File: config.mk
export PLATFORM = sky130hd
export DESIGN_NAME = udwc_host
export DESIGN_NICKNAME = d
export VERILOG_FILES = /design/src/logic/udwc_pkg.sv /design/src/logic/udwc_timer.sv /design/src/logic/udwc_host.sv
export SDC_FILE = /design/constraint.sdc
export NUM_CORES = 1
export LEC_CHECK = 0
export BUFFER_PORTS_ARGS = -buffer_cell sky130_fd_sc_hd__buf_2
export CELL_PAD_IN_SITES_DETAIL_PLACEMENT = 0
export CELL_PAD_IN_SITES_GLOBAL_PLACEMENT = 1
export CORE_MARGIN = 5
export CORE_UTILIZATION = 42
export CTS_CLUSTER_SIZE = 8
export DETAILED_ROUTE_END_ITERATION = 8
export HOLD_SLACK_MARGIN = 0.15
export PLACE_DENSITY_LB_ADDON = 0.08
export RECOVER_POWER = 25
export SLEW_MARGIN = 20
export SYNTH_ARGS = -nofsm -noshare
export SYNTH_HDL_FRONTEND = slang
export SYNTH_SLANG_ARGS = --single-unit
File: constraint.sdc
create_clock -name sys_clk -period 2.7 [get_ports sys_clk]
set_input_delay 0.54 -clock sys_clk [delete_from_list [all_inputs] [get_ports sys_clk]]
set_output_delay 0.54 -clock sys_clk [all_outputs]
set_load 0.03 [all_outputs]
File: src/logic/udwc_pkg.sv
package udwc_pkg;

  // counter width and tap range
  localparam int          POS_W          = 7;
  localparam logic [6:0]  POS_MAX        = 7'h7F;
  localparam logic [6:0]  POS_MIN        = 7'h00;

  // clock and pin timing
  localparam int          CLK_PERIOD_NS  = 10;
  localparam int          STORE_DESEL_MS = 20;      // store_deselect_time
  localparam int          NOSTORE_DESEL_US = 1;
  localparam int          STEP_CYCLE_US  = 4;
  localparam int          STORE_DESEL_CYC   = (STORE_DESEL_MS * 1000000 + CLK_PERIOD_NS - 1) / CLK_PERIOD_NS;
  localparam int          NOSTORE_DESEL_CYC = (NOSTORE_DESEL_US * 1000 + CLK_PERIOD_NS - 1) / CLK_PERIOD_NS;
  localparam int          HALF_STEP_CYC     = (STEP_CYCLE_US * 1000 / 2 + CLK_PERIOD_NS - 1) / CLK_PERIOD_NS;

  // pins driven toward the potentiometer
  typedef struct packed {
    logic select_n;
    logic step_n;
    logic up;
  } udwc_pins_t;

  localparam udwc_pins_t PINS_IDLE = '{select_n: 1'b1, step_n: 1'b1, up: 1'b0};

  // host request
  typedef struct packed {
    logic [6:0] target;
    logic       store;
  } udwc_req_t;

  typedef enum logic [2:0] {
    ST_IDLE   = 3'b000,
    ST_SELECT = 3'b001,
    ST_LOW    = 3'b010,
    ST_HIGH   = 3'b011,
    ST_DESEL  = 3'b100,
    ST_HOLD   = 3'b101
  } udwc_state_t;

endpackage

File: src/logic/udwc_timer.sv
`timescale 1ns/1ns
// down counter: loads a count, flags when expired
module udwc_timer #(
  parameter int CNT_W = 22
) (
  input  wire logic             sys_clk,
  input  wire logic             rst_n,
  input  wire logic             load,
  input  wire logic [CNT_W-1:0] count,
  output logic                  done
);
  logic [CNT_W-1:0] remain;
  logic [CNT_W-1:0] next_remain;

  // elaboration check: a one-bit count cannot hold a real wait
  if (CNT_W < 2) begin : g_bad_width
    $error("udwc_timer: CNT_W too small");
  end

  // reload wins over counting down
  always_comb begin
    if (load) begin
      next_remain = count;
    end else if (remain != '0) begin
      next_remain = remain - 1'b1;
    end else begin
      next_remain = remain;
    end
  end

  always_ff @(posedge sys_clk or negedge rst_n) begin
    if (!rst_n) begin
      remain <= '0;
    end else begin
      remain <= next_remain;
    end
  end

  // done must not depend on load: the sequencer derives load from done
  assign done = (remain == '0);
endmodule

File: src/logic/udwc_host.sv
`timescale 1ns/1ns
// Operation
// - to leave without storing, the host holds step low while raising select; a target equal to the tracked tap (or 0 after homing) deselects with step high.
// - direction may change any time while select is low and later steps follow it.
// - the host drives select high from power-up so no accidental store occurs.
// - a step edge coinciding with the select transition moves the wiper, so hosts avoid it.
// - after a storing deselect the host keeps select high for at least 20 ms; a no-store deselect with step high gets only DESEL_WAIT.
module udwc_host
  import udwc_pkg::*;
#(
  parameter int STORE_WAIT = STORE_DESEL_CYC,
  parameter int HALF_STEP  = HALF_STEP_CYC,
  parameter int DESEL_WAIT = NOSTORE_DESEL_CYC
) (
  input  wire logic                  sys_clk,
  input  wire logic                  rst_n,
  input  wire logic                  req_valid,
  output logic                       req_ready,
  input  wire udwc_pkg::udwc_req_t   req,
  output udwc_pkg::udwc_pins_t       pins,
  output logic [udwc_pkg::POS_W-1:0] position,
  output logic                       known,
  output logic                       busy
);
  import udwc_pkg::*;

  localparam int TW = 22;

  // elaboration checks: every wait must fit the shared TW-bit timer
  if (STORE_WAIT < 1 || STORE_WAIT >= (1 << TW)) begin : g_bad_store
    $error("udwc_host: STORE_WAIT out of range");
  end
  if (DESEL_WAIT < 1 || DESEL_WAIT >= (1 << TW)) begin : g_bad_desel
    $error("udwc_host: DESEL_WAIT out of range");
  end
  if (HALF_STEP < 1 || HALF_STEP >= (1 << TW)) begin : g_bad_step
    $error("udwc_host: HALF_STEP out of range");
  end

  // sequencer state and the request being served
  udwc_state_t       state;
  udwc_state_t       next_state;
  udwc_pins_t        next_pins;
  udwc_req_t         job;
  udwc_req_t         next_job;

  // tracked wiper and the homing sweep after power-up
  logic [POS_W-1:0]  next_position;
  logic              next_known;
  logic              homing;
  logic              next_homing;
  logic [POS_W:0]    steps_left;
  logic [POS_W:0]    next_steps_left;

  // one timer serves strobe halves and deselect holds
  logic              t_load;
  logic [TW-1:0]     t_count;
  logic              t_done;

  udwc_timer #(.CNT_W(TW)) u_timer (
    .sys_clk (sys_clk),
    .rst_n   (rst_n),
    .load    (t_load),
    .count   (t_count),
    .done    (t_done)
  );

  // ready waits for the hold timer, so a new select never cuts a store request's STORE_WAIT short
  assign req_ready = (state == ST_IDLE) && t_done;
  assign busy      = !req_ready;

  // sequencer: select, step toward target, deselect with or without store
  always_comb begin
    next_state      = state;
    next_pins       = pins;
    next_job        = job;
    next_position   = position;
    next_known      = known;
    next_homing     = homing;
    next_steps_left = steps_left;
    t_load          = 1'b0;
    t_count         = '0;
    unique case (state)
      // idle: select and step parked high, up low, take a request once the hold has run out
      ST_IDLE: begin
        next_pins = PINS_IDLE;
        if (req_valid && t_done) begin
          next_job       = req;
          next_pins.select_n = 1'b0;
          // position unknown after power-up: drive to bottom first, saturation makes it safe
          next_homing     = !known;
          next_steps_left = known ? {1'b0, POS_MAX} : {1'b0, POS_MAX} + 8'h01;
          next_state      = ST_SELECT;
          t_load          = 1'b1;
          t_count         = TW'(HALF_STEP);
        end
      end
      // selected, strobe high: set direction, then strobe low or finish
      ST_SELECT: begin
        if (t_done) begin
          if (homing) begin
            next_pins.up = 1'b0;
          end else begin
            next_pins.up = (job.target > position);
          end
          if (!homing && job.target == position) begin
            next_state = ST_DESEL;
          end else begin
            next_state = ST_LOW;
            next_pins.step_n = 1'b0;
            t_load  = 1'b1;
            t_count = TW'(HALF_STEP);
          end
        end
      end
      // strobe low: the device has moved one tap on the falling edge
      ST_LOW: begin
        if (t_done) begin
          // track the device counter, which saturates at the ends
          if (pins.up && position != POS_MAX) begin
            next_position = position + 7'h01;
          end else if (!pins.up && position != POS_MIN) begin
            next_position = position - 7'h01;
          end
          if (homing) begin
            next_steps_left = steps_left - 8'h01;
          end
          if (homing && steps_left == 8'h01) begin
            next_homing   = 1'b0;
            next_position = POS_MIN;
            next_known    = 1'b1;
          end
          // no-store keeps step low through deselect, store needs it high
          if (!homing && next_position == job.target && !job.store) begin
            next_state = ST_DESEL;
          end else begin
            next_pins.step_n = 1'b1;
            next_state = ST_HIGH;
            t_load  = 1'b1;
            t_count = TW'(HALF_STEP);
          end
        end
      end
      // strobe high half of the step cycle
      ST_HIGH: begin
        if (t_done) begin
          next_state = ST_SELECT;
        end
      end
      // deselect: strobe level at select rising picks store or discard
      ST_DESEL: begin
        // step pin is steady here, so no edge coincides with select rising
        next_pins.select_n = 1'b1;
        if (job.store && !pins.step_n) begin
          next_pins.step_n   = 1'b1;
          next_pins.select_n = 1'b0;
          t_load  = 1'b1;
          t_count = TW'(HALF_STEP);
        end else begin
          next_state = ST_HOLD;
          t_load     = 1'b1;
          t_count    = job.store ? TW'(STORE_WAIT) : TW'(DESEL_WAIT);
        end
      end
      // hold select high for the store or no-store deselect time
      ST_HOLD: begin
        next_pins.step_n = 1'b1;
        if (t_done) begin
          next_state = ST_IDLE;
        end
      end
      // unused codes fall back to idle with the pins parked
      default: begin
        next_state = ST_IDLE;
        next_pins  = PINS_IDLE;
      end
    endcase
  end

  // state registers; select and step idle high, up low, from reset
  always_ff @(posedge sys_clk or negedge rst_n) begin
    if (!rst_n) begin
      state      <= ST_IDLE;
      pins       <= PINS_IDLE;
      job        <= '0;
      position   <= POS_MIN;
      known      <= 1'b0;
      homing     <= 1'b0;
      steps_left <= '0;
    end else begin
      state      <= next_state;
      pins       <= next_pins;
      job        <= next_job;
      position   <= next_position;
      known      <= next_known;
      homing     <= next_homing;
      steps_left <= next_steps_left;
    end
  end
endmodule

---- Word level (Yosys, flattened, before mapping) ----
Index checks and enable logic that the tools add are counted.
cells by class
  add/sub/neg operators ................... 4
  magnitude comparators ................... 1
  eq/ne operators ......................... 20
  mux-type cells .......................... 49
  bitwise gates (word level) .............. 2
  reduce and logical (&&, ||, !) cells .... 31
operators by type and width
  cell                                                 count
  case mux 21 bit (4 select lines)                     1
  2-to-1 mux 8 bit                                     9
  2-to-1 mux 22 bit                                    2
  2-to-1 mux 21 bit                                    2
  2-to-1 mux 7 bit                                     5
  2-to-1 mux 3 bit                                     8
  logical NOT 22 bit                                   1
  nonzero test 22 bit                                  1
  subtractor 22 x 1 -> 22 bit (second input constant)  1
  inequality test 2 bit (second input constant)        10
  case mux 3 bit (6 select lines)                      1
  case mux 8 bit (2 select lines)                      1
  == test 7 bit                                        2
  2-to-1 mux 1 bit                                     13
  AND reduction 6 bit                                  2
  logical AND 1 bit                                    9
  == test 8 x 1 -> 1 bit (second input constant)       1
  case mux 1 bit (4 select lines)                      2
  AND reduction 4 bit                                  2
  OR reduction 4 bit                                   2
  subtractor 8 x 1 -> 8 bit (second input constant)    1
  adder 7 x 1 -> 7 bit (second input constant)         1
  greater-than comparator 7 bit                        1
  inequality test 7 bit (second input constant)        1
  other kinds (15)                                     28
word-level totals
  register bits ........................... 53
  input port bits ......................... 11
  output and inout port bits .............. 13
  logic and storage cells ................. 118

---- Longest topological paths before layout ----
Gate-level depths: netlist of the first run.
  depth in word-level cells ............... 14
  depth in mapped cells ................... 13

---- Hierarchy ----
A second synthesis of the first run with hierarchy kept.
unflattened totals
  cells, all modules ...................... 444
  area total of the unflattened synthesis .. 3,668.5 um^2
modules (own cells, without submodules)
  module      times used  cells each  area each (um^2)  seq. area each (um^2)
  udwc_host   1           304         2,399.8           778.2
  udwc_timer  1           140         1,268.7           550.5

---- Least setup slack after synthesis of the first run ----
OpenSTA, ideal clock, no wires.
  path type ............................... register to register
  from .................................... reg position[1] (netlist name)
  to ...................................... reg u_timer.remain[2]
  setup time .............................. 0.121 ns
  data arrival time ....................... 3.000 ns
  required time ........................... 2.579 ns
  path slack .............................. -0.422 ns
  stages on the path, launching flop included .. 13
  path buffers ............................ 2
  clock period less this slack ............ 3.122 ns
  cells stage by stage .................... dfrtp_1 clkbuf_1 inv_1 ha_1 or3b_1 o31ai_4 xnor3_1 and4_1 a221o_1 a21boi_4 buf_6 nor2_1 o22a_1
on the way
  cells in the longest elaborated chain, start to end .. 14
  elaborated cells between the ends (all ways) .. 23
  classes of those cells .................. add/sub (2); eq/ne (3); mux (11); reduce/logical (7)
ends and longest elaborated chain
  item                                                                                line              text
  from (decl)                                                                         udwc_host.sv:21   output logic [udwc_pkg::POS_W-1:0] position,
  from (signal assigned)                                                              udwc_host.sv:194  position <= next_position;
  parallel branches: the longest is 12 deep, another holds subtractor 7 x 1 -> 7 bit  n/a
  case mux 1 bit (4 select lines) *                                                   udwc_host.sv:83   unique case (state)
  2-to-1 mux 22 bit / nonzero test 2 bit (equally long branches)                      n/a
  to (signal assigned)                                                                udwc_timer.sv:35  remain <= next_remain;
  to (decl)                                                                           udwc_timer.sv:12  logic [CNT_W-1:0] remain;
Every way passes the cells marked *. The select of a mux whose other input is x is not followed.
A chain may end at the register's enable or synchronous reset.

---- Worst setup path in the final report of the first run ----
  from .................................... reg u_timer.remain[20]
  to ...................................... out busy
on the way
  cells in the longest elaborated chain, start to end .. 3
ends and longest elaborated chain
  item                line              text
  logical NOT 22 bit  udwc_timer.sv:40  assign done = (remain == '0);
  logical AND 1 bit   udwc_host.sv:69   assign req_ready = (state == ST_IDLE) && t_done;
  logical NOT 1 bit   udwc_host.sv:70   assign busy = !req_ready;
  to (decl)           udwc_host.sv:23   output logic busy
No other way between the ends.

==> metrics.md, run 1 <==
| Metric | Value |
|---|---|
| GR Util All Layers | 18.77% |
| Compound-cell area share of the yosys netlist | 19.17% |
| Final worst-path setup slack | -0.2792 ns |
| Non-Filler Instances | 627 |
| GP Congestion | 0.9029 |
| Crit-path most repeated cell | or4_4 |
| Outcome | finished, violations left |
| Reg clk slew, reported paths | 0.11 ns |
| Fmax | 335.7 MHz |
| Final hold violation count | 0 |
| Internal | 1.015 mW |
| Fillcell total | 792 |
| Cts hold-fix bufs | 0 |
| Initial detailed-routing violation count | 214 |
| First-pass iteration count of the detailed router | 6 |
| Antenna Nets Post-Route | 0 |
| Final Cycle Share | 110.3% |
| Setup crit end kind | primary output |
| RSZ-0062 raised after global routing | true |
| Worst rel slew slack | -5.447% |
| Reg2reg start | position[1] |
| Placed inst area | 4428 um^2 |
| Switching power | 303.6 uW |
| Failing checks | capacitance limit, slew limit, setup timing |
| Register area | 1334 um^2 |
| Nets | 542 |
| CP max stage cell | or4_4 |
| DRC | 0 |
| Total number of vias | 3,470 |
| Share of post-route cells with drive strength above 1 | 37.96% |
| Clock Power Share | 37.0% |
| Hold Startpoint | req[7] |
| Syn Inst Count | 424 |
| Root Driver | clkbuf_8 |
| Largest stage delay, worst path | 0.55 ns |
| Post-synth net total | 448 |
| Synth async-reset ratio | 100.0% |
| Comb power frac | 2.8% |
| CP Cell Sequence | or4_4 > or2_1 > or3_1 > or4_4 > buf_4 |
| Sink Count | 53 |
| Setup tns final | -3.389 ns |
| H-tree depth | 2 |
| Syn Area/Cell | 8.791 um^2 |
| Crit-path leading delay family | simple AND/OR/NAND/NOR gates |
| Skew final | 0.01236 ns |
| Routed wire length | 10.44 mm |
| Worst EP required | 2.16 ns |
| Total die area | 10,860 um^2 |
| Max FO, Critical Path | 2 |
| Post-Place Worst Slack | -0.2262 ns |
| Buf/Inv on CP | 1 |
| XOR/XNOR Fraction of Synth Area | 5.069% |
| I/O pin count | 24 |
| Cell count after placement | 600 |
| Grt total ovfl | 0 |
| Routed len/inst | 16.65 um |
| Vias in the first global route | 3,371 |
| MaxCap Viol Count | 1 |
| Worst Tran Pin Value | 1.582 ns |
| Diodes inserted | 0 |
| Core area | 8678 um^2 |
| Post-layout min period | 2.979 ns |
| Commonest non-fill, non-tap cell in the layout | buf_4 |
| Final setup violation count | 28 |
| Yosys cell types | 67 |
| Post-Syn Area | 3727 um^2 |
| Crit path launch type | flop |
| Clk buf depth | 2 |
| Number of buffers created by CTS | 5 |
| Post-DP HPWL | 7.540 mm |
| Predominant post-synthesis flop cell | dfrtp_1 |
| Adder-cell share of the synthesized area | 4.364% |
| Class of the worst hold path | primary input to flop |
| Max-slew violation count | 25 |
| Multi-input gate area in the final layout | 2496 um^2 |
| Reg power frac | 60.3% |
| Finished Core Util | 57.83% |
| Area Overhead vs Synth | 34.64% |
| CTS tree | built |
| Switching Share | 23.03% |
| Chip width | 104.2 um |
| Power density over cell area | 262.7 nW/um^2 |
| Setup crit start | u_timer.remain[20] |
| Vias per cell | 5.534 |
| Main combinational cell family by area after synthesis | simple AND/OR/NAND/NOR gates |
| Most frequent cells in the layout | 68 x buf_4, 47 x dfrtp_1, 39 x nor2_1, 31 x nand2_1, 24 x a21oi_1 |
| EDFF count, synth | 0 |
| Initial antenna violation count | 0 |
| Multiplexer share of the synthesized area | 3.223% |
| Row count | 34 |
| WHS | 0.4579 ns |
| Final instance area | 5019 um^2 |
| Leak | 2.108 nW |
| Worst vdd ir | 0.0001670 V |
| Worst-Skew Late Latency | 0.31 ns |
| Global-route wire length before repair | 17.04 mm |
| Starting density of the core | 42.95% |
| CP arrival | 2.44 ns |
| WS Path Type | flop to primary output |
| Seq cells post-synth | 53 |
| Number of port buffers | 23 |
| Height of the die | 104.2 um |
| Synth warn | 0 |
| Design Power | 1.319 mW |
| Simple-Gate Fraction of Synth Area | 27.93% |
| Seq/Total Area, Yosys | 35.65% |
| Pin count of the biggest net entering global routing | 30 |
power groups by stage:
stage / sequential, mW / combinational [mW] / clock (mW)
global placement: 0.810 / 0.0382 / 0
detailed placement: 0.810 / 0.0386 / 0
finish: 0.795 / 0.0368 / 0.487
CTS: 0.795 / 0.0389 / 0.509
floorplan: 0.810 / 0.00744 / 0
global route: 0.795 / 0.0433 / 0.543
worst register-to-register path: cells and delay by family (launching register included):
family / cells / cell delay, ns
flops: 1 / 0.42
compound gates: 5 / 0.98
buf+inv: 5 / 0.62
fa+ha+maj: 1 / 0.17
simple gates: 2 / 0.33
xor+xnor: 1 / 0.25
final timing paths:
check	to	slack (ns)	depth (start not counted)
hold reg to reg	pins[1]	0.51	2
hold / removal	job[7]	0.46	2
max in group asynchronous	position[0]	1.07	1
min in group asynchronous	position[1]	0.61	1
setup / recovery	busy	-0.28	5
setup reg to reg	u_timer.remain[3]	-0.17	14
state kept, by name, indices dropped and copies added (netlist names):
name            flops
homing              1
pins                3
state               3
u_timer.remain     22
known               1
steps_left          8
job                 8
position            7
cells by family after synthesis:
kind of cell,after synthesis
flip-flops,53
adder cells (fa/ha/maj),13
XOR/XNOR,20
multiplexers,11
AND/OR/NAND/NOR,185
AO/OA/AOI/OAI,104
buffers and inverters,38
synth_stat cells, types with 7 or more instances:
master / instances / share of area [%]
a21oi_1: 30 / 4.0
nand2_1: 32 / 3.2
xnor2_1: 12 / 2.8
ha_1: 13 / 4.4
dfrtp_1: 51 / 34
nor4_1: 9 / 1.5
nand2b_1: 8 / 1.3
o21ai_0: 21 / 2.8
nand3_1: 19 / 2.6
nor3_1: 8 / 1.1
nor2_1: 52 / 5.2
clkbuf_1: 11 / 1.1
xor2_1: 7 / 1.6
mux2_2: 8 / 2.4
or3_1: 7 / 1.2
o21a_1: 9 / 1.8
inv_1: 18 / 1.8
routing by layer:
| layer | part of all wire (%) | wire (um) | global-route usage, % | up-vias |
|---|---|---|---|---|
| li1 | - | - | - | 1717 |
| met1 | 48 | 5004 | 26.99 | 1658 |
| met2 | 48 | 4977 | 29.83 | 87 |
| met3 | 3.6 | 374 | 3.166 | 8 |
| met4 | 0.81 | 85 | 3.608 | 0 |
| met5 | 0 | 0 | 0 | - |
timing repair:
action / CTS / global route
gates resized for setup: 35 / 44
cloned: 2 / 0
setup endpoints to repair: 28 / 45
pin swaps: 25 / 23
buffers inserted: 10 / 9
final cells by class:
class,count,share of cell area (%)
Timing Repair Buffer,107,17.53
Tap cell,108,2.693
Clock inverter,2,0.2742
Sequential cell,53,26.58
Inverter,18,1.546
Multi-Input combinational cell,333,49.74
Clock buffer,6,1.645
Note: power is estimated with default switching activity, not from simulation.
==> inputs of run 2 (changes only) <==
--- a/config.mk
+++ b/config.mk
@@ -15,6 +15,7 @@
 export HOLD_SLACK_MARGIN = 0.15
 export PLACE_DENSITY_LB_ADDON = 0.08
 export RECOVER_POWER = 25
+export SETUP_SLACK_MARGIN = 0.05
 export SLEW_MARGIN = 20
 export SYNTH_ARGS = -nofsm -noshare
 export SYNTH_HDL_FRONTEND = slang
==> run 2 against run 1 <==
The flow still finishes with violations (capacitance limit, slew limit, setup timing); first-iteration DRC count is 26% lower; sequential power about the same; final cell count shrank 0.16%; design area is 0.60% lower; routed wire length increased by 0.96%; sequential share of layout area rose by 0.11 points; clock skew is 0.0064 ns lower; highest routed layer unchanged; core utilization down 0.35 points; worst hold slack worse by 0.012 ns; combinational power up 1%; global-route usage increased by 0.59 points; clock power rose by 4%.
==> metrics.md, run 2 (synthesis gave the netlist of run 1 again) <==
| Metric | Value |
|---|---|
| Outcome | finished, violations left |
| Failing checks | capacitance limit, slew limit, setup timing |
| CP arrival | 2.46 ns (+0.02 ns) |
| Worst EP required | 2.16 ns (about the same) |
| DRC | 0 (unchanged) |
| Max FFs per register | 22 (unchanged) |
| Top routing layer used | met4 |
| Starting density of the core | 42.95% (unchanged) |
| Max-slew violation count | 25 (unchanged) |
| WL met2 | 5.078 mm (+2.0%) |
| MaxCap Viol Count | 1 (unchanged) |
| Area Overhead vs Synth | 33.84% |
| Final worst-path setup slack | -0.3047 ns (-0.02553 ns) |
| Most frequent cells in the layout | 68 x buf_4, 49 x dfrtp_1, 41 x nor2_1, 31 x nand2_1, 26 x a21oi_1 |
| Leak | 2.125 nW (+0.80%) |
| Top reg by flops | u_timer.remain |
| Top Registers | u_timer.remain (22), job (8), steps_left (8) |
| Fmax | 332.8 MHz (-0.85%) |
| H-tree depth | 2 (unchanged) |
| Reg clk slew, reported paths | 0.11 ns (about the same) |
| Vias in the first global route | 3,382 (+0.33%) |
| Final instance area | 4989 um^2 (-0.60%) |
| Clk buf depth | 2 (unchanged) |
| RSZ-0062 raised after global routing | true |
| Setup tns final | -3.988 ns (-0.5984 ns) |
| Initial antenna violation count | 0 (unchanged) |
| Root Driver | clkbuf_8 |
| Skew final | 0.006006 ns (-0.006357 ns) |
| Setup crit end kind | primary output |
| Sink Count | 53 (unchanged) |
| Commonest non-fill, non-tap cell in the layout | buf_4 |
| Placed inst area | 4458 um^2 (+0.68%) |
| First-pass iteration count of the detailed router | 4 (-2) |
| Number of buffers created by CTS | 5 (unchanged) |
| Initial detailed-routing violation count | 159 (-26%) |
| Met1 WL | 5.025 mm (+0.42%) |
| Max FO, Critical Path | 2 (unchanged) |
| Total number of vias | 3,491 (+0.61%) |
| Height of the die | 104.2 um (unchanged) |
| Cell count after placement | 604 (+0.67%) |
| Core area | 8678 um^2 (unchanged) |
| Non-Filler Instances | 626 (-0.16%) |
| Global-route wire length before repair | 17.40 mm (+2.1%) |
| Diodes inserted | 0 (unchanged) |
| Grt total ovfl | 0 (unchanged) |
| GP Congestion | 0.8706 (-3.6%) |
| Final Cycle Share | 111.3% (+0.95 points) |
| Routed len/inst | 16.84 um (+1.1%) |
| Pin count of the biggest net entering global routing | 30 (unchanged) |
| Post-layout min period | 3.005 ns (+0.02553 ns) |
| Power density over cell area | 268.0 nW/um^2 (+2.0%) |
| Antenna Nets Post-Route | 0 (unchanged) |
| Final setup violation count | 30 (+7.1%) |
| Row count | 34 (unchanged) |
| Total die area | 10,860 um^2 (unchanged) |
| Worst rel slew slack | -3.125% (+2.3 points) |
| Worst vdd ir | 0.0002339 V (+40%) |
| Vias per cell | 5.577 (+0.77%) |
| Final hold violation count | 0 (unchanged) |
| Worst Tran Pin Value | 1.547 ns (-0.03483 ns) |
| Chip width | 104.2 um (unchanged) |
| Class of the worst hold path | primary input to flop |
| Design Power | 1.337 mW (+1.4%) |
| CTS tree | built |
| I/O pin count | 24 (unchanged) |
| Share of post-route cells with drive strength above 1 | 36.29% (-1.7 points) |
| Routed wire length | 10.54 mm (+0.96%) |
| GR Util All Layers | 19.36% (+0.59 points) |
| WHS | 0.4455 ns (-0.01234 ns) |
| Nets | 541 (-0.18%) |
| Reg2reg setup slack | -0.22 ns (-0.05 ns) |
| Metal3 WL | 367 um (-1.9%) |
| Number of port buffers | 23 (unchanged) |
| Worst-Skew Late Latency | 0.32 ns (about the same) |
| Crit path launch type | flop |
| WS Path Type | flop to primary output |
| Post-DP HPWL | 7.698 mm (+2.1%) |
==> run 2: cell count changes in the layout (fill, tap and decap cells not counted), sizes merged <==
cell      before  now
clkinvlp       0    2
clkinv         3    1
inv           17   18
buf          106  105
clkbuf         7    6
==> run 2: path summary, 6_finish.rpt <==
kind | start | to | cells past startpoint
setup / recovery | u_timer.remain[20] | req_ready | 6
min in group asynchronous | rst_n | position[0] | 1
max in group asynchronous | rst_n | position[1] | 1
setup reg to reg | position[0] | u_timer.remain[3] | 13
hold reg to reg | pins[1] | pins[1] | 2
hold / removal | req[4] | job[4] | 2
==> run 2: metal layers <==
layer / global-route usage, % / vias to the layer above
li1: - / 1720
met1: 27.13 / 1698
met2: 32.06 / 66
met3: 2.731 / 7
met4: 3.608 / 0
met5: 0 / -
==> run 2: per-stage QoR <==
step | util (%) | setup WS [ns]
floorplan | - | -0.2202
global placement | 51.37 | -0.1464
detailed placement | 51.37 | -0.2118
CTS | 56.52 | -0.2957
global route | 57.48 | -0.3726
finish | 57.48 | -0.3047
==> run 2: report_power, final <==
group          internal (mW)  switching [mW]
clock                  0.190           0.315
sequential             0.794        0.000508
combinational         0.0120          0.0253
==> run 2: repair_timing <==
action	4_1_cts	5_1_grt
endpoints found under the setup margin	35	48
gates cloned	2	0
setup buffers	14	2
pin swaps	28	17
resized for setup	55	23
hold buffers	0	0
==> run 2: final cells by class <==
| type | count | area [um^2] |
|---|---|---|
| flip-flops and latches | 53 | 1331 |
| well taps | 108 | 135.1 |
| fillers | 789 | 3690 |
| clock inverters | 3 | 26.28 |
| clock buffers | 5 | 68.82 |
| inverters | 18 | 77.57 |
| repair buffers | 106 | 875.8 |
| multi-input cells | 333 | 2474 |
==> run 2: critical path: stages, from the launching register on <==
cell and delay [ns]:
dfrtp_1 0.41, or4_4 0.55, or2_1 0.23, or3_1 0.31
or4_4 0.46, inv_4 0.07, buf_6 0.12
